<file path="src/common/pptb_cfg.svh">
/*
  register offsets, field positions, reset values and timing counts of the
  power pwm time base. assumes inclusion by bare name from the design files.
*/
`ifndef PPTB_CFG_SVH
`define PPTB_CFG_SVH

// ----------------------------------------------------------------------
// register byte offsets
// ----------------------------------------------------------------------
`define PPTB_OFS_MODE 8'h00
`define PPTB_OFS_RUN 8'h04
`define PPTB_OFS_COUNT 8'h08
`define PPTB_OFS_PERIOD 8'h0C
`define PPTB_OFS_SEVT 8'h10
`define PPTB_OFS_DUTY0 8'h14
`define PPTB_OFS_DUTY1 8'h18
`define PPTB_OFS_DUTY2 8'h1C
`define PPTB_OFS_PAIR 8'h20
`define PPTB_OFS_DEAD 8'h24
`define PPTB_OFS_EVENT 8'h28

// ----------------------------------------------------------------------
// field positions
// ----------------------------------------------------------------------
`define PPTB_MODE_LO 0
`define PPTB_PRE_LO 2
`define PPTB_POST_LO 4
`define PPTB_RUN_BIT 7
`define PPTB_DIR_BIT 6

// ----------------------------------------------------------------------
// reset values
// ----------------------------------------------------------------------
`define PPTB_RST_MODE 8'h00
`define PPTB_RST_PERIOD 16'h0000
`define PPTB_RST_DUTY 16'h0000
`define PPTB_RST_PAIR 3'h0
`define PPTB_RST_DEAD 8'h00

// ----------------------------------------------------------------------
// timing: instruction clock is the system clock over four
// ----------------------------------------------------------------------
`define PPTB_FOSC_DIV 4

`endif

</file>
<file path="src/common/pptb_pkg.sv">
/*
  types of the power pwm time base.
  assumes nothing of its surroundings.
*/
package pptb_pkg;

  // ----------------------------------------------------------------------
  // counting modes
  // ----------------------------------------------------------------------
  typedef enum logic [1:0] {
    PPTB_FREE = 2'h0,
    PPTB_SHOT = 2'h1,
    PPTB_UPDN = 2'h2,
    PPTB_UPDN_DBL = 2'h3
  } pptb_mode_t;

  // one-hot pair output states
  typedef enum logic [3:0] {
    PPTB_ST_OFF = 4'h1,
    PPTB_ST_ODD = 4'h2,
    PPTB_ST_DEAD = 4'h4,
    PPTB_ST_EVEN = 4'h8
  } pptb_pair_t;

endpackage : pptb_pkg

</file>
<file path="src/rtl/pptb_top.sv">
/*
  power pwm time base with three duty generators, six outputs and dead time.
  assumes an axi4-lite master on aclk, one access of each kind at a time.
*/
// Function
// three duty generators drive six outputs as even/odd pairs
// complementary pair: even output is complement of odd output
// complementary: even never forced active while odd is active
// complementary: even goes inactive, dead time, then odd active
// dead time inserts programmable interval with both pins off
// time base is 12-bit counter with prescaler and postscaler
// run bit 7 of run register starts and stops time base
// clearing run bit holds the count, never clears it
// mode bits 1-0 select free, single-shot, up/down, up/down double
// free and single-shot edge-aligned; up/down modes center-aligned; the code drives up/down pulses only while counting down
// prescale bits 3-2 divide by 4, 16, 64 or 256 of oscillator
// postscale bits 7-4 divide match events by value plus one; the code ignores the postscaler in single-shot mode
// read-only direction flag bit 6 reads 1 counting down; 5-0 zero
// count, period, special compare and duties are double-buffered 16-bit; the code writes the 12-bit count directly
// duty resolution up to 14 bits depending on period
// debug mode forces all pulse outputs inactive
// free-running: count to period, reset next input clock, keep running
// single-shot: period match resets count and hardware clears run bit
// up/down: after period count down next edge, flag set while down
// prescaler cleared on count write, control writes and reset
`timescale 1ns/10ps
`default_nettype none
`include "pptb_cfg.svh"

module pptb_top
  import pptb_pkg::*;
#(
  parameter int CNT_W = 12,
  parameter int DUTY_W = 14
) (
  input wire logic aclk,
  input wire logic aresetn,
  input wire logic debug_mode,
  input wire logic [31:0] s_axi_awaddr,
  input wire logic s_axi_awvalid,
  output logic s_axi_awready,
  input wire logic [31:0] s_axi_wdata,
  input wire logic [3:0] s_axi_wstrb,
  input wire logic s_axi_wvalid,
  output logic s_axi_wready,
  output logic [1:0] s_axi_bresp,
  output logic s_axi_bvalid,
  input wire logic s_axi_bready,
  input wire logic [31:0] s_axi_araddr,
  input wire logic s_axi_arvalid,
  output logic s_axi_arready,
  output logic [31:0] s_axi_rdata,
  output logic [1:0] s_axi_rresp,
  output logic s_axi_rvalid,
  input wire logic s_axi_rready,
  output logic [5:0] pulse_out,
  output logic match_event
);

  // ----------------------------------------------------------------------
  // axi4-lite write side
  // ----------------------------------------------------------------------
  logic [7:0] aw_addr;
  wire aw_full = !s_axi_awready;
  logic [31:0] w_data;
  logic [3:0] w_strb;
  wire w_full = !s_axi_wready;
  wire do_write = aw_full && w_full && !s_axi_bvalid;
  wire [7:0] wa = aw_addr;
  wire wr_mode = do_write && wa == `PPTB_OFS_MODE;
  wire wr_run = do_write && wa == `PPTB_OFS_RUN;
  wire wr_count = do_write && wa == `PPTB_OFS_COUNT;
  wire wr_period = do_write && wa == `PPTB_OFS_PERIOD;
  wire wr_sevt = do_write && wa == `PPTB_OFS_SEVT;
  wire wr_duty0 = do_write && wa == `PPTB_OFS_DUTY0;
  wire wr_duty1 = do_write && wa == `PPTB_OFS_DUTY1;
  wire wr_duty2 = do_write && wa == `PPTB_OFS_DUTY2;
  wire wr_pair = do_write && wa == `PPTB_OFS_PAIR;
  wire wr_dead = do_write && wa == `PPTB_OFS_DEAD;
  wire wr_known = wr_mode || wr_run || wr_count || wr_period || wr_sevt || wr_duty0
    || wr_duty1 || wr_duty2 || wr_pair || wr_dead;
  wire [15:0] wd16 = {w_strb[1] ? w_data[15:8] : 8'h00, w_strb[0] ? w_data[7:0] : 8'h00};

  always_ff @(posedge aclk) begin
    if (!aresetn) begin
      s_axi_awready <= 1'b1;
      s_axi_wready <= 1'b1;
      aw_addr <= 8'h00;
      w_data <= 32'h0000_0000;
      w_strb <= 4'h0;
      s_axi_bvalid <= 1'b0;
      s_axi_bresp <= 2'h0;
    end else begin
      if (s_axi_awvalid && s_axi_awready) begin
        s_axi_awready <= 1'b0;
        aw_addr <= s_axi_awaddr[7:0];
      end
      if (s_axi_wvalid && s_axi_wready) begin
        s_axi_wready <= 1'b0;
        w_data <= s_axi_wdata;
        w_strb <= s_axi_wstrb;
      end
      if (do_write) begin
        s_axi_awready <= 1'b1;
        s_axi_wready <= 1'b1;
        s_axi_bvalid <= 1'b1;
        s_axi_bresp <= wr_known ? 2'h0 : 2'h2;
      end else if (s_axi_bvalid && s_axi_bready) begin
        s_axi_bvalid <= 1'b0;
      end
    end
  end
  // ----------------------------------------------------------------------
  // control registers
  // ----------------------------------------------------------------------
  logic [7:0] mode_reg;
  logic run;
  logic [15:0] period_buf, period_act, sevt_buf, sevt_act;
  logic [15:0] duty_buf [3];
  logic [15:0] duty_act [3];
  logic [2:0] indep;
  logic [7:0] dead_time;
  logic [CNT_W-1:0] count;
  logic down;
  wire pptb_mode_t mode = pptb_mode_t'(mode_reg[`PPTB_MODE_LO +: 2]);
  wire [1:0] pre_sel = mode_reg[`PPTB_PRE_LO +: 2];
  wire [3:0] post_sel = mode_reg[`PPTB_POST_LO +: 4];
  wire center = mode == PPTB_UPDN || mode == PPTB_UPDN_DBL;
  wire [CNT_W-1:0] per = period_act[CNT_W-1:0];

  // ----------------------------------------------------------------------
  // prescaler: fosc/4 base, then 1, 4, 16 or 64
  // ----------------------------------------------------------------------
  logic [7:0] pre_cnt;
  wire [7:0] pre_top = (pre_sel == 2'h0) ? 8'h03 : (pre_sel == 2'h1) ? 8'h0F
    : (pre_sel == 2'h2) ? 8'h3F : 8'hFF;
  wire tick = run && pre_cnt == pre_top;
  wire pre_clr = wr_count || wr_mode || wr_run;
  always_ff @(posedge aclk) begin
    if (!aresetn || pre_clr) pre_cnt <= 8'h00;
    else if (run) pre_cnt <= tick ? 8'h00 : pre_cnt + 8'h01;
  end

  // ----------------------------------------------------------------------
  // time base counter
  // ----------------------------------------------------------------------
  wire at_per = count == per;
  wire at_zero = count == '0;
  // period boundary is where shadows load so edges never glitch
  wire load_shadow = tick && (center ? (at_zero && down) : at_per);
  wire match = tick && (center ? (at_zero && down) : at_per);
  always_ff @(posedge aclk) begin
    if (!aresetn) begin
      count <= '0;
      down <= 1'b0;
      run <= 1'b0;
      mode_reg <= `PPTB_RST_MODE;
    end else begin
      if (wr_mode) mode_reg <= wd16[7:0];
      if (wr_run) run <= wd16[`PPTB_RUN_BIT];
      if (wr_count) count <= wd16[CNT_W-1:0];
      else if (tick) begin
        if (!center) begin
          down <= 1'b0;
          if (at_per) begin
            count <= '0;
            if (mode == PPTB_SHOT) run <= 1'b0;
          end else count <= count + 1'b1;
        end else if (!down) begin
          if (at_per) begin
            down <= 1'b1;
            count <= count - 1'b1;
          end else count <= count + 1'b1;
        end else if (at_zero) begin
          down <= 1'b0;
          count <= count + 1'b1;
        end else count <= count - 1'b1;
      end
    end
  end

  // ----------------------------------------------------------------------
  // postscaler on match events
  // ----------------------------------------------------------------------
  logic [3:0] post_cnt;
  always_ff @(posedge aclk) begin
    if (!aresetn || pre_clr) begin
      post_cnt <= 4'h0;
      match_event <= 1'b0;
    end else begin
      match_event <= 1'b0;
      if (match) begin
        if (mode == PPTB_SHOT || post_cnt == post_sel) begin
          post_cnt <= 4'h0;
          match_event <= 1'b1;
        end else post_cnt <= post_cnt + 4'h1;
      end
    end
  end

  // ----------------------------------------------------------------------
  // double-buffered value registers, with pair and dead time registers written directly
  // ----------------------------------------------------------------------
  always_ff @(posedge aclk) begin
    if (!aresetn) begin
      period_buf <= `PPTB_RST_PERIOD;
      period_act <= `PPTB_RST_PERIOD;
      sevt_buf <= `PPTB_RST_DUTY;
      sevt_act <= `PPTB_RST_DUTY;
      indep <= `PPTB_RST_PAIR;
      dead_time <= `PPTB_RST_DEAD;
      for (int i = 0; i < 3; i++) begin
        duty_buf[i] <= `PPTB_RST_DUTY;
        duty_act[i] <= `PPTB_RST_DUTY;
      end
    end else begin
      if (wr_period) period_buf <= wd16;
      if (wr_sevt) sevt_buf <= wd16;
      if (wr_duty0) duty_buf[0] <= wd16;
      if (wr_duty1) duty_buf[1] <= wd16;
      if (wr_duty2) duty_buf[2] <= wd16;
      if (wr_pair) indep <= wd16[2:0];
      if (wr_dead) dead_time <= wd16[7:0];
      if (load_shadow || !run) begin
        period_act <= period_buf;
        sevt_act <= sevt_buf;
        for (int i = 0; i < 3; i++) duty_act[i] <= duty_buf[i];
      end
    end
  end

  // ----------------------------------------------------------------------
  // duty compare: duty has two fraction bits below the count
  // ----------------------------------------------------------------------
  logic [DUTY_W-1:0] fine;
  assign fine = {count, pre_cnt[1:0]};
  logic [2:0] raw;
  always_comb begin
    for (int g = 0; g < 3; g++) begin
      raw[g] = center ? (down && fine < duty_act[g][DUTY_W-1:0])
        : (fine < duty_act[g][DUTY_W-1:0]);
    end
  end

  // ----------------------------------------------------------------------
  // pair output stage with dead time
  // ----------------------------------------------------------------------
  pptb_pair_t pst [3];
  logic [7:0] dcnt [3];
  logic [2:0] dead_to_odd;
  logic [5:0] next_out;
  always_ff @(posedge aclk) begin
    for (int g = 0; g < 3; g++) begin
      if (!aresetn) begin
        pst[g] <= PPTB_ST_OFF;
        dcnt[g] <= 8'h00;
        dead_to_odd[g] <= 1'b0;
      end else begin
        case (pst[g])
          PPTB_ST_ODD, PPTB_ST_EVEN, PPTB_ST_OFF: begin
            if (pst[g] != PPTB_ST_ODD && raw[g]) begin
              pst[g] <= PPTB_ST_DEAD;
              dead_to_odd[g] <= 1'b1;
              dcnt[g] <= dead_time;
            end else if (pst[g] != PPTB_ST_EVEN && !raw[g]) begin
              pst[g] <= PPTB_ST_DEAD;
              dead_to_odd[g] <= 1'b0;
              dcnt[g] <= dead_time;
            end
          end
          PPTB_ST_DEAD: begin
            if (dcnt[g] == 8'h00) pst[g] <= dead_to_odd[g] ? PPTB_ST_ODD : PPTB_ST_EVEN;
            else dcnt[g] <= dcnt[g] - 8'h01;
          end
          default: pst[g] <= PPTB_ST_OFF;
        endcase
      end
    end
  end
  always_comb begin
    for (int g = 0; g < 3; g++) begin
      if (indep[g]) begin
        next_out[2*g] = raw[g];
        next_out[2*g+1] = raw[g];
      end else begin
        next_out[2*g+1] = pst[g] == PPTB_ST_ODD;
        next_out[2*g] = pst[g] == PPTB_ST_EVEN;
      end
    end
  end
  always_ff @(posedge aclk) begin
    if (!aresetn || debug_mode) pulse_out <= 6'h00;
    else pulse_out <= next_out;
  end

  // ----------------------------------------------------------------------
  // axi4-lite read side
  // ----------------------------------------------------------------------
  wire [7:0] ra = s_axi_araddr[7:0];
  logic [31:0] rd;
  logic rd_ok;
  always_comb begin
    rd_ok = 1'b1;
    case (ra)
      `PPTB_OFS_MODE: rd = {24'h00_0000, mode_reg};
      `PPTB_OFS_RUN: rd = {24'h00_0000, run, down, 6'h00};
      `PPTB_OFS_COUNT: rd = {20'h0_0000, count};
      `PPTB_OFS_PERIOD: rd = {16'h0000, period_buf};
      `PPTB_OFS_SEVT: rd = {16'h0000, sevt_buf};
      `PPTB_OFS_DUTY0: rd = {16'h0000, duty_buf[0]};
      `PPTB_OFS_DUTY1: rd = {16'h0000, duty_buf[1]};
      `PPTB_OFS_DUTY2: rd = {16'h0000, duty_buf[2]};
      `PPTB_OFS_PAIR: rd = {29'h0000_0000, indep};
      `PPTB_OFS_DEAD: rd = {24'h00_0000, dead_time};
      default: begin
        rd = 32'h0000_0000;
        rd_ok = 1'b0;
      end
    endcase
  end
  always_ff @(posedge aclk) begin
    if (!aresetn) begin
      s_axi_rvalid <= 1'b0;
      s_axi_arready <= 1'b1;
      s_axi_rdata <= 32'h0000_0000;
      s_axi_rresp <= 2'h0;
    end else if (s_axi_arvalid && s_axi_arready) begin
      s_axi_rvalid <= 1'b1;
      s_axi_arready <= 1'b0;
      s_axi_rdata <= rd;
      s_axi_rresp <= rd_ok ? 2'h0 : 2'h2;
    end else if (s_axi_rvalid && s_axi_rready) begin
      s_axi_rvalid <= 1'b0;
      s_axi_arready <= 1'b1;
    end
  end

endmodule : pptb_top
`default_nettype wire

</file>
<file path="config.mk">
export PLATFORM = sky130hd
export DESIGN_NAME = pptb_top
export DESIGN_NICKNAME = d
export VERILOG_FILES = /design/src/common/pptb_pkg.sv /design/src/rtl/pptb_top.sv
export VERILOG_INCLUDE_DIRS = /design/src /design/src/common
export SDC_FILE = /design/constraint.sdc
export NUM_CORES = 1
export LEC_CHECK = 0
export ABC_AREA = 1
export BUFFER_PORTS_ARGS = -buffer_cell sky130_fd_sc_hd__buf_2
export CAP_MARGIN = 20
export CORE_ASPECT_RATIO = 0.5
export CORE_MARGIN = 2
export CORE_UTILIZATION = 45
export DETAILED_ROUTE_END_ITERATION = 16
export PLACE_DENSITY = 0.6
export SYNTH_ARGS = -nofsm -noshare
export SYNTH_HDL_FRONTEND = slang
export SYNTH_SLANG_ARGS = --single-unit
export TNS_END_PERCENT = 30
</file>
<file path="constraint.sdc">
create_clock -name aclk -period 5.4 [get_ports aclk]
set_input_delay 0.54 -clock aclk [delete_from_list [all_inputs] [get_ports aclk]]
set_output_delay 0.54 -clock aclk [all_outputs]
set_load 0.02 [all_outputs]
</file>
======== Word-level counts from Yosys, hierarchy flattened ========
Memories as Yosys holds them, arrays and structs flattened.
Index checks and enable logic that the tools add are counted.
storage, ports and cells
  output and inout port bits .............. 48
  memories ................................ 4
  RAM bits ................................ 132
  logic and storage cells ................. 345
  input port bits ......................... 108
  latch bits .............................. 0
  bits in read-only memories .............. 0
  flip-flop bits (word level) ............. 166
memories
  memory    depth  bits a word  rd ports  clocked after memory_dff  write ports  line             source
  duty_act  3      16           3         0                         3            pptb_top.sv:120  logic [15:0] duty_act [3];
  duty_buf  3      16           3         0                         3            pptb_top.sv:119  logic [15:0] duty_buf [3];
  dcnt      3      8            3         0                         3            pptb_top.sv:249  logic [7:0] dcnt [3];
  pst       3      4            3         0                         3            pptb_top.sv:248  pptb_pair_t pst [3];
cells by class
  reduce and logical (&&, ||, !) cells .... 79
  equal/unequal tests ..................... 44
  $lt $le $gt $ge ......................... 3
  shift-type cells ........................ 0
  add/sub/neg operators ................... 7
  mux-type cells .......................... 151
  bitwise gates (word level) .............. 30
  multipliers ............................. 0
  div/mod/pow operators ................... 0
operator list
  kind                                                 number
  case mux 16 bit (10 select lines)                    1
  2-to-1 mux 8 bit                                     15
  2-to-1 mux 1 bit                                     101
  2-to-1 mux 16 bit                                    6
  2-to-1 mux 12 bit                                    7
  equality test 8 x 5 -> 1 bit, second input constant  8
  2-to-1 mux 4 bit                                     16
  less-than comparator 14 bit                          3
  logical NOT 8 bit                                    5
  equality test 8 x 4 -> 1 bit, second input constant  4
  equality test 8 x 6 -> 1 bit, second input constant  4
  logical AND 1 bit                                    29
  OR 1 bit                                             27
  subtractor 8 x 1 -> 8 bit, second input constant     3
  equality test 8 x 3 -> 1 bit, second input constant  2
  logical OR 1 bit                                     16
  adder 12 x 1 -> 12 bit, second input constant        1
  equality test 12 bit                                 1
  equality test 4 x 1 -> 1 bit, second input constant  3
  equality test 4 x 2 -> 1 bit, second input constant  3
  equality test 4 x 3 -> 1 bit, second input constant  3
  equality test 4 bit, second input constant           3
  logical NOT 12 bit                                   1
  != test 4 x 2 -> 1 bit, second input constant        3
  other kinds (18)                                     49

======== Depth between registers and ports, before layout ========
  depth after elaboration ................. 14
  mapped depth ............................ 14
  mapped depth without buffers ............ 13

======== Least setup slack after synthesis ========
Ideal clock, no wire load.
  path type ............................... register -> register
  start ................................... reg pre_cnt[1]
  end ..................................... mem duty_act[0][0], enable pin
  setup slack ............................. 2.576 ns
  period minus slack after synthesis ...... 2.824 ns
  library setup time ...................... 0.396 ns
  buffers on the path ..................... 1
  arrival time ............................ 2.427 ns
  data required time ...................... 5.004 ns
  stages on the path, launching flop included .. 13
  path through ............................ dfxtp_1 > ha_1 > nand2_2 > inv_2 > nand2_1 > nor2_1 > nand3_1 > inv_1 > nand3_4 > nand2_4 > nor2_2 > buf_4 > inv_1
RTL lines
  element                   line             source
  start: declaration        pptb_top.sv:134  logic [7:0] pre_cnt;
  start signal: assignment  pptb_top.sv:141  else if (run) pre_cnt <= tick ? 8'h00 : pre_cnt + 8'h01;
  end: declaration          pptb_top.sv:120

==> results list <==
- Once the clock tree was built, the resizer swapped 0 gates to a different size.
- Ports placed on the boundary: ~160
- Fin crit period: 3.51 ns
- DRC viols: 0
- Clock latency on the worst-skew pair, taken at its later pin, is 0.57 ns.
- Antenna viol nets, final: 0
- Along the worst path, the maximum fanout reaches 24.
- Unrepaired setup endpoints after global routing: false
- Pin count of the biggest net entering global routing: 67
* Switching part of the total power: 0.288
- Kind of end point of the critical path: register
* Crit start category: register
* Leakage power: 6.87 nW
- Most frequently used flop master after synthesis: sky130_fd_sc_hd__dfxtp_1
* GRT Util Overall: 0.243
- The synthesized design contains roughly 130 enable-type register cells.
- Summed over all nets, the switching power comes to between 1.5 and 2 mW.
* H-Tree Depth: 1
- Measured against its own limit, the worst slew margin works out to 0.301.
- In the post-route analysis, the smallest setup slack over all paths is between 1.5 and 2 ns.
* Portion of total power attributed to combinational logic: 0.164
- After clock tree synthesis, the flow added hold-fix buffers numbering 0.
- Cts bufs inserted: 27
- Library cell with the largest summed area after synthesis: sky130_fd_sc_hd__edfxtp_1
* Count of antenna diodes in the layout: 0
- Leading cell types by count after synthesis: 328 x sky130_fd_sc_hd__nand2_1, 252 x sky130_fd_sc_hd__inv_1, 251 x sky130_fd_sc_hd__nor2_1
- The congestion estimate from routability-driven global placement came to between 0.8 and 0.9.
- Buffers added to address setup during post-CTS repair amount to 0.
* Initial antenna violation count: 4
* Cell with the most instances after synthesis: sky130_fd_sc_hd__nand2_1
- Fraction of power consumed by sequential logic: 0.458
- GRT Residual Overflow: 0
- TritonCTS clock tree: yes
* Worst setup path category: reg -> reg
- Pre-CTS setup slack: 1.92 ns
- Timing-limited maximum frequency: 285 MHz
- Fin crit share: 0.651
- The min-delay analysis places its worst path in the category in -> reg.
* Final core area utilization: 0.504
* Status: completed
* Total Negative Setup Slacks: 0 ns
- Clock tree synthesis found a total of between 200 and 300 sinks.
- Wire length of the first global-routing pass: a little over 60000 um
- Number of distinct standard cells referenced by the synthesized netlist: 50
* Mapped Area: around 14000 um2
- Clock tree skew after final layout: roughly 0.023 ns
- The first detailed-routing pass took 6 iterations.
* Power density relative to cell area: 347 nW/um2
- Number of synthesized register bits: roughly 270
- After detailed routing, the average wire length per cell comes to around 17 um.
* Count of input and output buffers: 71
- Proportion of power drawn by the clock network: 0.379
- Total Power: 5.49 mW
- Largest register FFs: 48
- Max-cap violations in this run came to 0.
* Worst slew pin tran: between 1 and 1.5 ns
- Die X: about 260 um
- Ranked by flip-flop count, first place goes to duty_buf.
- In this run the deepest clock path goes through 3 buffers.
- Core footprint: ~31000 um2
- Proportion of synthesized flip-flops having asynchronous set or reset: 0
- Slew Limit Fails: 0
- For this run, the register share of the synthesized area comes to 0.473.
* Die area: between 30000 and 40000 um2
* Vertical die dimension: ~130 um
- After detailed routing, the number of vias per cell comes to 5.20.
* Relative area change from synthesis to final layout: 11.0%
* Warning count from the yosys run: 0
- Number of global-route vias before repair: 11200
* Number of setup violations in the final report: 0
- Cell internal pwr: about 3.9 mW
* Syn Area/Cell: around 8 um2
* Clock transition at the registers of the reported paths: about 0.060 ns
* Starting density of the core: 0.454
- Critical path required time: between 5 and 6 ns
- VDD IR-drop max: between 0.2 and 0.3 mV
- Main area contributors after synthesis: sky130_fd_sc_hd__edfxtp_1 27%, sky130_fd_sc_hd__dfxtp_1 21%, sky130_fd_sc_hd__nand2_1 8.6%, sky130_fd_sc_hd__inv_1 6.6%, sky130_fd_sc_hd__nor2_1 6.6%
* Largest registers: duty_buf x48, duty_act x42, dcnt x24
* Data arrival time at the worst-slack endpoint: between 3 and 4 ns
- Buffer cell driving the clock tree root: sky130_fd_sc_hd__clkbuf_16
- Final Routed Wirelength: about 40000 um
- The number of hold violations in the final report was 0.
* Placement Rows: 46
- Summing over every cut layer, the via total after detailed routing is 12000.
* Final net count: 2022
- HPWL Detailed: just under 30000 um
- Share of layout cells above drive strength 1: 0.0928
* Proportion of netlist area held by the largest area contributor: 0.265
* Violation count after the first detailed-routing iteration: around 1000
- Synthesis handed over a netlist of between 1500 and 2000 instances.
-- kinds of logic (layout without fill, tap and decap cells) --
group	Yosys count	after routing	share of synthesized area
xor+xnor	38	38	0.0233
simple gates	804	804	0.246
fa+ha+maj	50	50	0.0439
flops	274	274	0.473
other cells	1	18	0.000263
compound gates	294	294	0.111
buf+inv	352	407	0.103
-- critical path, cell delays in order, from the launching register on --
cell and delay, ns:
sky130_fd_sc_hd__dfxtp_1 0.75, sky130_fd_sc_hd__clkinv_2 0.28, sky130_fd_sc_hd__nand2_1 0.14, sky130_fd_sc_hd__nand2_1 0.05
sky130_fd_sc_hd__nand2_1 0.06, sky130_fd_sc_hd__nor2_1 0.05, sky130_fd_sc_hd__nand3_2 0.12, sky130_fd_sc_hd__nand2_1 0.16
sky130_fd_sc_hd__nand3_4 0.14, sky130_fd_sc_hd__nand2_4 0.08, sky130_fd_sc_hd__nor2_2 0.45, sky130_fd_sc_hd__inv_1 0.52
sky130_fd_sc_hd__buf_4 0.41
-- per-stage QoR --
stage	hold slack [ns]	area, um2	instances
final	0.194	15800	2317
after global routing	0.195	15800	2317
after CTS	0.180	15800	2317
after detailed placement	0.441	14900	2267
after global placement	0.437	14900	2267
after floorplan	0.425	14300	1830
-- cells in the final DEF (no fill, tap or decap), types with 5 or more instances in the layout --
master                      Yosys  final
sky130_fd_sc_hd__a21oi_1      128    128
sky130_fd_sc_hd__buf_2          8     70
sky130_fd_sc_hd__buf_4         23      9
sky130_fd_sc_hd__bufinv_16      0      5
sky130_fd_sc_hd__clkbuf_16      0     28
sky130_fd_sc_hd__clkinv_1       7     10
sky130_fd_sc_hd__conb_1         1     18
sky130_fd_sc_hd__dfxtp_1      148    148
sky130_fd_sc_hd__edfxtp_1     126    126
sky130_fd_sc_hd__ha_1          50     50
sky130_fd_sc_hd__inv_1        252    251
sky130_fd_sc_hd__inv_2         18     19
sky130_fd_sc_hd__nand2_1      328    328
sky130_fd_sc_hd__nand3_1      110    110
sky130_fd_sc_hd__nand4_1       48     48
sky130_fd_sc_hd__nor2_1       251    251
sky130_fd_sc_hd__nor3_1        31     31
sky130_fd_sc_hd__o21ai_0      106    106
sky130_fd_sc_hd__o21ai_1        6      6
sky130_fd_sc_hd__o21ai_2        8      8
sky130_fd_sc_hd__o22ai_1       29     29
sky130_fd_sc_hd__xnor2_1       10     10
sky130_fd_sc_hd__xor2_1        28     28
-- power groups by stage --
| stage | logic, mW | registers, mW | clock network [mW] |
|---|---|---|---|
| 2_1_floorplan | 0.696 | 2.53 | 0 |
| 5_1_grt | 1.03 | 2.54 | 2.18 |
| 3_3_place_gp | 0.889 | 2.55 | 0 |
| 4_1_cts | 0.899 | 2.51 | 2.10 |
| 6_report | 0.898 | 2.51 | 2.08 |
| 3_5_place_dp | 0.895 | 2.55 | 0 |
-- area by class of cell --
| class | count | area [um2] |
|---|---|---|
| fillers | 3148 | 15600 |
| flip-flops and latches | 274 | 6750 |
| multi-input cells | 1204 | 6120 |
| inverters | 278 | 1040 |
| clock buffers | 36 | 771 |
| well taps | 432 | 541 |
| repair buffers | 79 | 418 |
| clock inverters | 14 | 200 |
-- routing by layer --
layer  global-route usage  vias up  wire length [um]  part of all wire
li1                     -     6017                 -                 -
met1                0.338     5562             18400              0.46
met2                0.393      396             17500              0.44
met3               0.0484       67              3370             0.084
met4               0.0585        2               905             0.023
met5                    0        -                13           0.00032
-- final timing paths --
| path | startpoint | to | slack (ns) | depth (start not counted) |
|---|---|---|---|---|
| max | count[5] | duty_act[0][12] | 1.89 | 12 |
| max reg2reg | count[5] | duty_act[0][12] | 1.89 | 12 |
| min | s_axi_awvalid | s_axi_awready | 0.19 | 2 |
| min reg2reg | sevt_buf[1] | sevt_buf[1] | 0.45 | 2 |
No activity file was read; power rests on OpenSTA's default activity.
